File: src/scge_pkg.sv
/*
  Constants shared by the sleep clock gate enable block: register offsets,
  field positions, reset values, bus answers and the power mode encoding.
  Assumes the interconnect strips the system control base address, so only
  the low twelve address bits reach the block.
*/
package scge_pkg;

  // ==========================================================================
  // Address map
  // ==========================================================================
  localparam logic [31:0] SCGE_SYSCTL_BASE   = 32'h400F_E000;
  localparam int unsigned SCGE_ADDR_W        = 12;
  localparam logic [11:0] SCGE_OFS_RUN_CFG   = 12'h060;
  localparam logic [11:0] SCGE_OFS_RUN_GATE  = 12'h104;
  localparam logic [11:0] SCGE_OFS_SLEEP_GATE = 12'h114;
  localparam logic [11:0] SCGE_OFS_DEEP_GATE = 12'h124;
  localparam logic [11:0] SCGE_WORD_MASK     = 12'hFFC;

  // ==========================================================================
  // Gate register fields
  // ==========================================================================
  localparam int unsigned SCGE_BIT_ASYNC0 = 0;
  localparam int unsigned SCGE_BIT_ASYNC1 = 1;
  localparam int unsigned SCGE_BIT_ASYNC2 = 2;
  localparam int unsigned SCGE_BIT_SYNC0  = 4;
  localparam int unsigned SCGE_BIT_TWOW0  = 12;
  localparam int unsigned SCGE_BIT_GPC0   = 16;
  localparam int unsigned SCGE_BIT_GPC3   = 19;
  localparam int unsigned SCGE_BIT_CMP0   = 24;
  localparam int unsigned SCGE_BIT_CMP2   = 26;
  localparam logic [31:0] SCGE_GATE_MASK  = 32'h070F_1017;
  localparam logic [31:0] SCGE_GATE_RESET = 32'h0000_0000;

  // ==========================================================================
  // Run clock configuration fields
  // ==========================================================================
  localparam int unsigned SCGE_BIT_AUTO_GATE = 27;
  localparam logic [31:0] SCGE_CFG_MASK      = 32'h0800_0000;
  localparam logic [31:0] SCGE_CFG_RESET     = 32'h0000_0000;

  // ==========================================================================
  // Bus answers
  // ==========================================================================
  localparam logic [1:0]  SCGE_RESP_OKAY   = 2'h0;
  localparam logic [1:0]  SCGE_RESP_SLVERR = 2'h2;
  localparam logic [31:0] SCGE_RDATA_NONE  = 32'h0000_0000;

  // ==========================================================================
  // Applied power mode
  // ==========================================================================
  typedef enum logic [2:0] {
    SCGE_PM_RUN   = 3'h1,
    SCGE_PM_SLEEP = 3'h2,
    SCGE_PM_DEEP  = 3'h4
  } scge_pmode_t;

endpackage

File: src/scge_fault.sv
/*
  Access checker for the gated peripheral units: answers each access
  request one cycle later with done, plus fault when the unit is unclocked.
  Assumes requests are synchronous to aclk and the enables come from flops.
*/
module scge_fault (
  // Clock and reset
  input  wire logic        aclk,
  input  wire logic        aresetn,
  // Applied clock enables
  input  wire logic [31:0] clk_en,
  // Access request and answer
  input  wire logic        access_req,
  input  wire logic [4:0]  access_unit,
  output logic             access_done,
  output logic             access_fault
);

  typedef struct packed {
    logic done;
    logic fault;
  } scge_fault_state_t;

  scge_fault_state_t q;
  scge_fault_state_t d;

  // ==========================================================================
  // Check
  // ==========================================================================
  // A reserved position never has a unit behind it, so it always faults.
  always_comb begin
    d       = q;
    d.done  = access_req;
    d.fault = access_req &
              ~(clk_en[access_unit] &
                scge_pkg::SCGE_GATE_MASK[access_unit]);               // [RL2]
  end

  always_ff @(posedge aclk) begin
    if (!aresetn) begin
      q <= '0;
    end else begin
      q <= d;
    end
  end

  assign access_done  = q.done;
  assign access_fault = q.fault;

endmodule

File: src/scge_ctrl.sv
/*
  Clock gate enable control: run, sleep and deep-sleep gate registers, the
  run clock configuration with its automatic gating select, the choice of
  the applied enables and the fault answer for unclocked units.
  Assumes an AXI4-Lite master on aclk and power mode levels from the core.
*/
// What this block does
// [RL1] Each bit clock-enables one peripheral unit; here only the SCGE_GATE_MASK bits do, the rest are held at zero
// [RL2] Access to an unclocked unit gets fault
// [RL3] All gate bits reset to zero
// [RL4] Run, sleep, deep registers; mode picks one
// [RL5] Sleep registers apply only with automatic gating
// [RL6] Software enables needed units before use
// [RL7] Sleep register decodes at offset 0x114
// [RL8] Implemented bits per map, rest read zero
// [RL9] Unused positions stay reserved read-only zero
// [RL10] Software preserves reserved bits on updates
module scge_ctrl (
  // Clock and reset
  input  wire logic        aclk,
  input  wire logic        aresetn,
  // AXI4-Lite write address
  input  wire logic [11:0] s_axi_awaddr,
  input  wire logic [2:0]  s_axi_awprot,
  input  wire logic        s_axi_awvalid,
  output logic             s_axi_awready,
  // AXI4-Lite write data
  input  wire logic [31:0] s_axi_wdata,
  input  wire logic [3:0]  s_axi_wstrb,
  input  wire logic        s_axi_wvalid,
  output logic             s_axi_wready,
  // AXI4-Lite write response
  output logic [1:0]       s_axi_bresp,
  output logic             s_axi_bvalid,
  input  wire logic        s_axi_bready,
  // AXI4-Lite read address
  input  wire logic [11:0] s_axi_araddr,
  input  wire logic [2:0]  s_axi_arprot,
  input  wire logic        s_axi_arvalid,
  output logic             s_axi_arready,
  // AXI4-Lite read data
  output logic [31:0]      s_axi_rdata,
  output logic [1:0]       s_axi_rresp,
  output logic             s_axi_rvalid,
  input  wire logic        s_axi_rready,
  // Power state of the processor
  input  wire logic        sleep_active,
  input  wire logic        deep_sleep_active,
  // Applied unit clock enables
  output logic [31:0]      unit_clk_en,
  // Peripheral access check
  input  wire logic        unit_access_req,
  input  wire logic [4:0]  unit_access_unit,
  output logic             unit_access_done,
  output logic             unit_access_fault
);

  typedef struct packed {
    logic [31:0]           run_gate;
    logic [31:0]           sleep_gate;
    logic [31:0]           deep_gate;
    logic [31:0]           run_cfg;
    logic [31:0]           clk_en;
    scge_pkg::scge_pmode_t mode;
    logic                  aw_held;
    logic [11:0]           aw_addr;
    logic                  w_held;
    logic [31:0]           w_data;
    logic [3:0]            w_strb;
    logic                  awready;
    logic                  wready;
    logic                  bvalid;
    logic [1:0]            bresp;
    logic                  arready;
    logic                  rvalid;
    logic [31:0]           rdata;
    logic [1:0]            rresp;
  } scge_state_t;

  localparam scge_state_t SCGE_STATE_RESET = '{
    run_gate:   scge_pkg::SCGE_GATE_RESET,
    sleep_gate: scge_pkg::SCGE_GATE_RESET,
    deep_gate:  scge_pkg::SCGE_GATE_RESET,
    run_cfg:    scge_pkg::SCGE_CFG_RESET,
    clk_en:     scge_pkg::SCGE_GATE_RESET,
    mode:       scge_pkg::SCGE_PM_RUN,
    aw_addr:    12'h000,
    w_data:     32'h0000_0000,
    w_strb:     4'h0,
    bresp:      scge_pkg::SCGE_RESP_OKAY,
    rdata:      scge_pkg::SCGE_RDATA_NONE,
    rresp:      scge_pkg::SCGE_RESP_OKAY,
    default:    1'b0
  };

  scge_state_t q;
  scge_state_t d;

  // ==========================================================================
  // Helpers
  // ==========================================================================
  // Byte-lane merge of a write into a register, then the writable mask.
  // Masking here keeps reserved bits at zero whatever software writes.
  function automatic logic [31:0] merge_word(
    input logic [31:0] old_val,
    input logic [31:0] wr_val,
    input logic [3:0]  strb,
    input logic [31:0] mask
  );
    logic [31:0] res;
    res = old_val;
    for (int i = 0; i < 4; i++) begin
      if (strb[i]) begin
        res[8*i +: 8] = wr_val[8*i +: 8];
      end
    end
    return res & mask;
  endfunction

  function automatic logic is_mapped(input logic [11:0] addr);
    logic [11:0] w;
    w = addr & scge_pkg::SCGE_WORD_MASK;
    return (w == scge_pkg::SCGE_OFS_RUN_CFG)   ||
           (w == scge_pkg::SCGE_OFS_RUN_GATE)  ||
           (w == scge_pkg::SCGE_OFS_SLEEP_GATE) ||
           (w == scge_pkg::SCGE_OFS_DEEP_GATE);
  endfunction

  // ==========================================================================
  // Next state
  // ==========================================================================
  logic        aw_take;
  logic        w_take;
  logic        aw_have;
  logic        w_have;
  logic        ar_take;
  logic [11:0] wr_addr;
  logic [31:0] wr_data;
  logic [3:0]  wr_strb;
  logic [11:0] rd_word;
  logic        auto_gate;

  always_comb begin
    d       = q;
    aw_take = s_axi_awvalid & q.awready;
    w_take  = s_axi_wvalid & q.wready;
    aw_have = q.aw_held | aw_take;
    w_have  = q.w_held | w_take;
    wr_addr = q.aw_held ? q.aw_addr : s_axi_awaddr;
    wr_data = q.w_held ? q.w_data : s_axi_wdata;
    wr_strb = q.w_held ? q.w_strb : s_axi_wstrb;
    ar_take = s_axi_arvalid & q.arready;
    rd_word = s_axi_araddr & scge_pkg::SCGE_WORD_MASK;

    // Write address and data are taken in either order and held.
    if (aw_take) begin
      d.aw_held = 1'b1;
      d.aw_addr = s_axi_awaddr;
    end
    if (w_take) begin
      d.w_held = 1'b1;
      d.w_data = s_axi_wdata;
      d.w_strb = s_axi_wstrb;
    end
    if (q.bvalid && s_axi_bready) begin
      d.bvalid = 1'b0;
    end

    if (aw_have && w_have && !q.bvalid) begin
      d.aw_held = 1'b0;
      d.w_held  = 1'b0;
      d.bvalid  = 1'b1;
      d.bresp   = is_mapped(wr_addr) ? scge_pkg::SCGE_RESP_OKAY
                                     : scge_pkg::SCGE_RESP_SLVERR;
      unique case (wr_addr & scge_pkg::SCGE_WORD_MASK)
        scge_pkg::SCGE_OFS_RUN_CFG: begin
          d.run_cfg = merge_word(q.run_cfg, wr_data, wr_strb,
                                 scge_pkg::SCGE_CFG_MASK);
        end
        scge_pkg::SCGE_OFS_RUN_GATE: begin
          d.run_gate = merge_word(q.run_gate, wr_data, wr_strb,
                                  scge_pkg::SCGE_GATE_MASK);          // [RL8]
        end
        scge_pkg::SCGE_OFS_SLEEP_GATE: begin                          // [RL7]
          d.sleep_gate = merge_word(q.sleep_gate, wr_data, wr_strb,
                                    scge_pkg::SCGE_GATE_MASK);        // [RL9]
        end
        scge_pkg::SCGE_OFS_DEEP_GATE: begin
          d.deep_gate = merge_word(q.deep_gate, wr_data, wr_strb,
                                   scge_pkg::SCGE_GATE_MASK);
        end
        default: begin
        end
      endcase
    end

    // Reads answer one cycle after the address is taken.
    if (q.rvalid && s_axi_rready) begin
      d.rvalid = 1'b0;
    end
    if (ar_take) begin
      d.rvalid = 1'b1;
      d.rresp  = scge_pkg::SCGE_RESP_OKAY;
      unique case (rd_word)
        scge_pkg::SCGE_OFS_RUN_CFG:    d.rdata = q.run_cfg;
        scge_pkg::SCGE_OFS_RUN_GATE:   d.rdata = q.run_gate;
        scge_pkg::SCGE_OFS_SLEEP_GATE: d.rdata = q.sleep_gate;       // [RL7]
        scge_pkg::SCGE_OFS_DEEP_GATE:  d.rdata = q.deep_gate;
        default: begin
          d.rdata = scge_pkg::SCGE_RDATA_NONE;
          d.rresp = scge_pkg::SCGE_RESP_SLVERR;
        end
      endcase
    end

    d.awready = !d.aw_held && !d.bvalid;
    d.wready  = !d.w_held && !d.bvalid;
    d.arready = !d.rvalid;

    // Without automatic gating the run enables stay in force in sleep.
    // Deep sleep wins when both power levels are raised.
    auto_gate = q.run_cfg[scge_pkg::SCGE_BIT_AUTO_GATE];
    if (auto_gate && deep_sleep_active) begin                         // [RL5]
      d.mode = scge_pkg::SCGE_PM_DEEP;
    end else if (auto_gate && sleep_active) begin                     // [RL5]
      d.mode = scge_pkg::SCGE_PM_SLEEP;
    end else begin
      d.mode = scge_pkg::SCGE_PM_RUN;
    end

    unique case (d.mode)
      scge_pkg::SCGE_PM_RUN:   d.clk_en = d.run_gate;                 // [RL4]
      scge_pkg::SCGE_PM_SLEEP: d.clk_en = d.sleep_gate;               // [RL4]
      scge_pkg::SCGE_PM_DEEP:  d.clk_en = d.deep_gate;                // [RL4]
      default:                 d.clk_en = scge_pkg::SCGE_GATE_RESET;
    endcase
  end

  // ==========================================================================
  // State register
  // ==========================================================================
  always_ff @(posedge aclk) begin
    if (!aresetn) begin
      q <= SCGE_STATE_RESET;                                          // [RL3]
    end else begin
      q <= d;
    end
  end

  // ==========================================================================
  // Unit access check
  // ==========================================================================
  scge_fault u_fault (
    .aclk         (aclk),
    .aresetn      (aresetn),
    .clk_en       (q.clk_en),
    .access_req   (unit_access_req),
    .access_unit  (unit_access_unit),
    .access_done  (unit_access_done),
    .access_fault (unit_access_fault)
  );

  // ==========================================================================
  // Outputs
  // ==========================================================================
  // The enables leave straight from the state flops; a zero bit stops the
  // unit's clock at the gate cell outside this block.
  assign unit_clk_en   = q.clk_en;                                    // [RL1]
  assign s_axi_awready = q.awready;
  assign s_axi_wready  = q.wready;
  assign s_axi_bvalid  = q.bvalid;
  assign s_axi_bresp   = q.bresp;
  assign s_axi_arready = q.arready;
  assign s_axi_rvalid  = q.rvalid;
  assign s_axi_rdata   = q.rdata;
  assign s_axi_rresp   = q.rresp;

endmodule

File: config.mk
export PLATFORM = sky130hd
export DESIGN_NAME = scge_ctrl
export DESIGN_NICKNAME = d
export VERILOG_FILES = /design/src/scge_pkg.sv /design/src/scge_fault.sv /design/src/scge_ctrl.sv
export SDC_FILE = /design/constraint.sdc
export NUM_CORES = 1
export LEC_CHECK = 0
export ABC_AREA = 1
export BUFFER_PORTS_ARGS = -buffer_cell sky130_fd_sc_hd__buf_2
export CORE_MARGIN = 2
export CORE_UTILIZATION = 40
export DETAILED_ROUTE_END_ITERATION = 8
export SLEW_MARGIN = 20
export SYNTH_ARGS = -nofsm -noshare
export SYNTH_HDL_FRONTEND = slang
export SYNTH_SLANG_ARGS = --single-unit
File: constraint.sdc
create_clock -name aclk -period 1.43 [get_ports aclk]
set_input_delay 0.0715 -clock aclk [delete_from_list [all_inputs] [get_ports aclk]]
set_output_delay 0.0715 -clock aclk [all_outputs]
set_load 0.01 [all_outputs]
; ---- Word level (Yosys, flattened, before mapping)
; Memory sizes are Yosys's and may differ from the RTL's.
; Cells that the tools add are included.
; W data, S select, Z words.
[classes]
magnitude_cmp = 1
n_eq_ne = 11
mux = 38
bitwise = 8
reduce_logical = 18
[op_table]
columns = operator, n
row1 = $mux W128, 1
row2 = $pmux W32 S4, 1
row3 = $mux W32, 3
row4 = $pmux W32 S3, 1
row5 = $eq A10 B7 Y1 const B, 6
row6 = $mux W28, 2
row7 = $mux W37, 1
row8 = $mux W35, 1
row9 = $mux W5, 6
row10 = $eq A10 B5 Y1 const B, 2
row11 = $mux W4, 5
row12 = $mux W3, 5
row13 = $mux W13, 1
row14 = $mux W12, 1
row15 = $logic_and A1 B1 Y1, 8
row16 = $lt A5 B6 Y1 const B, 1
row17 = $mux W1, 6
row18 = $mux W2, 3
row19 = $and A1 B1 Y1, 5
row20 = $bmux W1 S5, 1
row21 = $logic_not A1 Y1, 5
row22 = $reduce_or A4 Y1, 1
row23 = $eq A3 B1 Y1 const B, 1
row24 = $eq A3 B2 Y1 const B, 1
row25 = other kinds (5), 8
[word_totals]
reg_bits = 222
romBits = 32
inputBits = 81
memories = 1
[mem_list]
columns = name, depth, width, rd, rd_ports_with_merged_regs, wr, line_no
row1 = (name not given), 32, 1, 1, 0, 0, scge_fault.sv:36  ; scge_pkg::SCGE_GATE_MASK[access_unit]);

; ---- Depth between registers and ports, before layout
[depth]
ltp_word = 9
ltp_mapped = 14
depth_no_buf = 12

; ---- Hierarchy
; Synthesis repeated with hierarchy kept, for this count alone.
[unflattened]
cells_unflattened = 1456
hier_area_um2 = 9840.7
[modules_own_cells]
columns = mod, n_inst, cells_each, area_each_um2, seq_area_each_um2
row1 = scge_ctrl, 1, 1353, 9325.2, 3943.8
row2 = scge_fault, 1, 103, 515.5, 40.0

; ---- Least setup slack after synthesis
; No wires, ideal clock.
[synth_timing]
path_kind = reg2reg
from = register q[90] (netlist name)
to = register q[163] (netlist name)
arrival_time_ns = 1.457
t_required_ns = 1.302
setup_slack_ns = -0.155
path_stages_with_launch = 13
n_path_buf = 3
path_cell_list = dfxtp_1 -> buf_4 -> inv_4 -> nand2_1 -> nand2_2 -> nor2_4 -> nand2_2 -> nor2_8 -> nand3_4 -> buf_4 -> buf_2 -> nand2_1 -> nor2_1
[synth_via]
elab_chain_len = 4
elab_cells_between_ends = 7
classes_between = 1 x eq/ne / 3 x mux / 1 x bitwise / 2 x reduce/logical
[synth_lines]
columns = item, line_no
row1 = from (decl), scge_ctrl.sv:96  ; scge_state_t q;
row2 = from (signal assigned), scge_ctrl.sv:244  ; q <= SCGE_STATE_RESET;
row3 = from (signal assigned), scge_ctrl.sv:246  ; q <= d;
row4 = $mux W12 or $or A1 B1 Y1 (tied branches), "scge_ctrl.sv:149, scge_ctrl.sv:147"
row5 = $eq A10 B7 Y1 or $logic_and A1 B1 Y1 (tied branches), "scge_ctrl.sv:175, scge_ctrl.sv:169"
row6 = $mux W32 or $logic_and A1 B1 Y1 (tied branches), "scge_ctrl.sv:175, scge_ctrl.sv:169"
row7 = $mux W128 *, scge_ctrl.sv:169  ; if (aw_have && w_have && !q.bvalid) begin
; Mark *: on every way between the ends. The rest lies on a longest branch, timed or not.
; A chain may end at the register's enable or synchronous reset.

; ---- Worst setup path in the final report
[layout_timing]
from = register q[90] (netlist name)
to = register q (netlist bit unit_clk_en[4])
[layout_via]
elab_chain_len = 5
elab_cells_between_ends = 12
classes_between = 3 x eq/ne / 6 x mux / 1 x bitwise / 2 x reduce/logical
[layout_lines]
columns = item, line_no
row1 = $mux W12 or $or A1 B1 Y1 (tied branches), "scge_ctrl.sv:149, scge_ctrl.sv:147"
row2 = $eq A10 B7 Y1 or $logic_and A1 B1 Y1 (tied branches), "scge_ctrl.sv:175, scge_ctrl.sv:169"
row3 = $mux W32 or $logic_and A1 B1 Y1 (tied branches), "scge_ctrl.sv:175, scge_ctrl.sv:169"
row4 = $mux W128 *, scge_ctrl.sv:169
row5 = $pmux W32 S3 *, scge_ctrl.sv:231  ; unique case (d.mode)
; Marked as above.

==> impl_metrics.py <==
metrics = {
    "die": {
        "rows": 57,
        "die_x_um": 160.2,
        "start_util_pct": 40.49,
        "coreArea_um2": 24110,
        "ios": 156,
        "dieArea_um2": 25660,
        "die_h_um": 160.2,
    },
    "synthesis": {
        "yosysSeqAreaShare_pct": 40.82,
        "ys_warn_count": 0,
        "ys_ff_latch": 199,
        "avgSynthCellArea_um2": 6.735,
        "synth.largest_area_cell": "dfxtp_1",
        "ys_types": 31,
        "syn_area_um2": 9759,
        "synth_top_area_share_pct": 40.82,
        "synthTopCellsByArea": "dfxtp_1, nand2_1, nand3_1",
        "syn_inst": 1449,
    },
    "timing": {
        "rsz0062_at_grt": "yes",
        "final.period_utilization_pct": 124.7,
        "tightestPinTransition_ns": 0.4949,
        "fin_crit_ns": 1.784,
        "finClkSkew_ns": 0.01393,
        "maxSlewHeadroom_pct": 66.66,
        "setup_viol": 130,
        "setup_slack_ns": -0.3538,
        "whs_ns": 0.06976,
        "maxSlewViolCount": 0,
        "fmax_ghz": 0.5606,
        "hold_violations": 0,
    },
    "clocking": {
        "cts_tree": "built",
        "clkLatencyLatePin_ns": 0.44,
        "cts.clk_slew.worst_paths_ns": 0.08,
        "cts_buffers": 17,
        "cts_sinks": 199,
        "root_buffer": "clkbuf_16",
        "cts_max_level": 4,
        "max-clock-path-buffers": 2,
    },
    "drt": {
        "ant_nets": 0,
        "viasPerCell": 5.100,
        "drt_iter0_drc": 638,
        "wl_per_cell_um": 16.24,
        "routed_wl_um": 31550,
        "dr.pass1.iters": 7,
        "drc": 0,
        "num_vias": 9909,
    },
    "placement": {
        "place_hpwl_um": 21180,
        "dp_slack_ns": -0.3453,
        "gp_congestion": 0.8605,
        "place_area_um2": 11060,
        "numPortBuffers": 124,
    },
    "final_layout": {
        "fill_cells": 2435,
        "drive_above_1_share_pct": 24.46,
        "diodes": 0,
        "multiInputGateArea_um2": 4712,
        "final_cell_mix": "nand2_1, nand3_1, dfxtp_1",
        "final_common_cell": "nand2_1",
        "num-nets-final": 1687,
        "post-route-util_pct": 51.87,
        "stdcell_area_um2": 12500,
        "regArea_um2": 3990,
        "syn2layout_area_growth_pct": 28.11,
    },
    "grt": {
        "grtUsageTotal_pct": 24.25,
        "first_global_vias": 9417,
        "grt.overflow.total": 0,
        "grt_max_degree": 95,
        "antenna_found_initial": 0,
        "grt_pass1_wl_um": 49360,
    },
    "outcome": {
        "outcome": "finished, violations left",
        "violations": "negative setup slack",
    },
    "worst_setup_path": {
        "critPathCapture": "unit_clk_en[4]",
        "required_ns": 1.81,
        "worstReg2RegStart": "q[90]",
        "worstPathArrival_ns": 2.16,
        "worstPathMaxFanout": 34,
        "worstReg2RegEnd": "unit_clk_en[4]",
        "cp-start-kind": "flop",
        "r2r_setup_slack_ns": -0.35,
        "r2r_cells": 13,
        "setup.worst_path.end_class": "flop",
        "crit_start": "q[90]",
        "worstSetupPathType": "reg -> reg",
    },
    "pwr": {
        "finalPower_uw": 12090,
        "ir_worst_vdd_mv": 0.6313,
        "power.leakage_uw": 0.005727,
        "cellPowerDensity_nw_per_um2": 967.0,
    },
    "hold_path": {
        "min_path_type": "in -> reg",
    },
    "run": {
        "maxCapViolCount": 0,
    },
}
==> repair_timing <==
action / in CTS / in global routing
setup endpoints to repair: 130 / 133
setup buffers: 4 / 3
gates resized for setup: 61 / 57
hold buffers: 31 / 0
pin swaps: 4 / 22
cloned: 3 / 2
hold endpoints to repair: 32 / 0
==> how the worst min path moves through the flow <==
stage	to	cells after the start	startpoint	slack, ns
final	u_fault.access_fault	6	unit_access_unit[3]	0.07
after global routing	u_fault.access_fault	6	unit_access_unit[3]	0.09
after CTS	u_fault.access_fault	6	unit_access_unit[3]	0.06
after detailed placement	u_fault.access_done	3	unit_access_req	0.31
after floorplan	u_fault.access_done	2	unit_access_req	0.18
after global placement	u_fault.access_done	3	unit_access_req	0.32
==> worst max-delay path: stages (launching register included) <==
cell and delay [ns]:
dfxtp_4 0.39, buf_6 0.14, nand2_2 0.08, nand2_2 0.08
nor2_4 0.11, inv_2 0.07, nor2_8 0.17, nand3_4 0.12
buf_12 0.19, nand2_1 0.11, nand3_1 0.07, nand2_1 0.06
nand2_1 0.04, nand2_1 0.08
==> stage by stage <==
stage / instances / setup TNS (ns)
2_1_floorplan: 1450 / -5.593
3_3_place_gp: 1869 / -20.99
3_5_place_dp: 1869 / -27.95
4_1_cts: 1939 / -21.50
5_1_grt: 1943 / -41.72
6_report: 1943 / -30.81
==> sequential cells by signal, summed over array words and instances, names as in the netlist <==
signal,flops
auto_gate,1
unit_clk_en,32
q,125
s_axi_bvalid,1
s_axi_rresp,1
s_axi_bresp,1
s_axi_awready,1
u_fault.access_done,1
s_axi_wready,1
s_axi_rdata,32
s_axi_rvalid,1
s_axi_arready,1
u_fault.access_fault,1
==> cells in the mapped netlist <==
cell      number
nand2_1      363
nor3b_1        1
nand3_4        1
nand3_2        3
a211oi_1       1
o21ai_1       22
nand3b_1       3
clkinv_1       5
buf_1          7
buf_2         23
nor2_1       152
nand4_1       49
nor2_2         3
o21ai_0       61
nand3_1      217
nand2_2        6
inv_2          4
nor3_1        16
dfxtp_1      199
or2_1          2
o211ai_1      10
nor2_8         1
inv_4          1
nor2_4         3
conb_1         1
clkbuf_1      40
buf_4         77
a21oi_1       46
buf_6          4
and3_1         1
inv_1        127
==> where the power goes <==
part           leakage, µW  internal (µW)  total [µW]  switching (µW)
Combinational      0.00383            581        1480             901
Sequential         0.00161           5640        5700            57.7
Clock             0.000288           2560        4910            2350
Total              0.00573           8780       12100            3310
==> cell type report <==
type / count / area share [%]
inverter: 137 / 4.353
multi-input combinational: 963 / 37.69
timing repair buffer: 287 / 18.01
clock buffer: 19 / 3.623
tap: 324 / 3.242
clock inverter: 13 / 1.121
timing repair inverter: 1 / 0.05004
sequential: 199 / 31.91
==> cell families (layout without fill, tap and decap cells) <==
kind of cell / count (synthesis) / in the layout / synth area share (%)
AOI/OAI and AO/OA: 140 / 140 / 7.462
and+or+nand+nor: 821 / 821 / 37.01
buffers and inverters: 288 / 457 / 14.67
other: 1 / 2 / 0.03842
DFF: 199 / 199 / 40.82
==> per-layer routing <==
metal | vias to the layer above | track usage, % | part of all wire (%)
li1 | 4929 | - | -
met1 | 4623 | 28.55 | 41
met2 | 279 | 43.17 | 51
met3 | 78 | 3.610 | 4.2
met4 | 0 | 11.75 | 4.5
met5 | - | 0 | 0
Power figures use the tool's default switching activity.
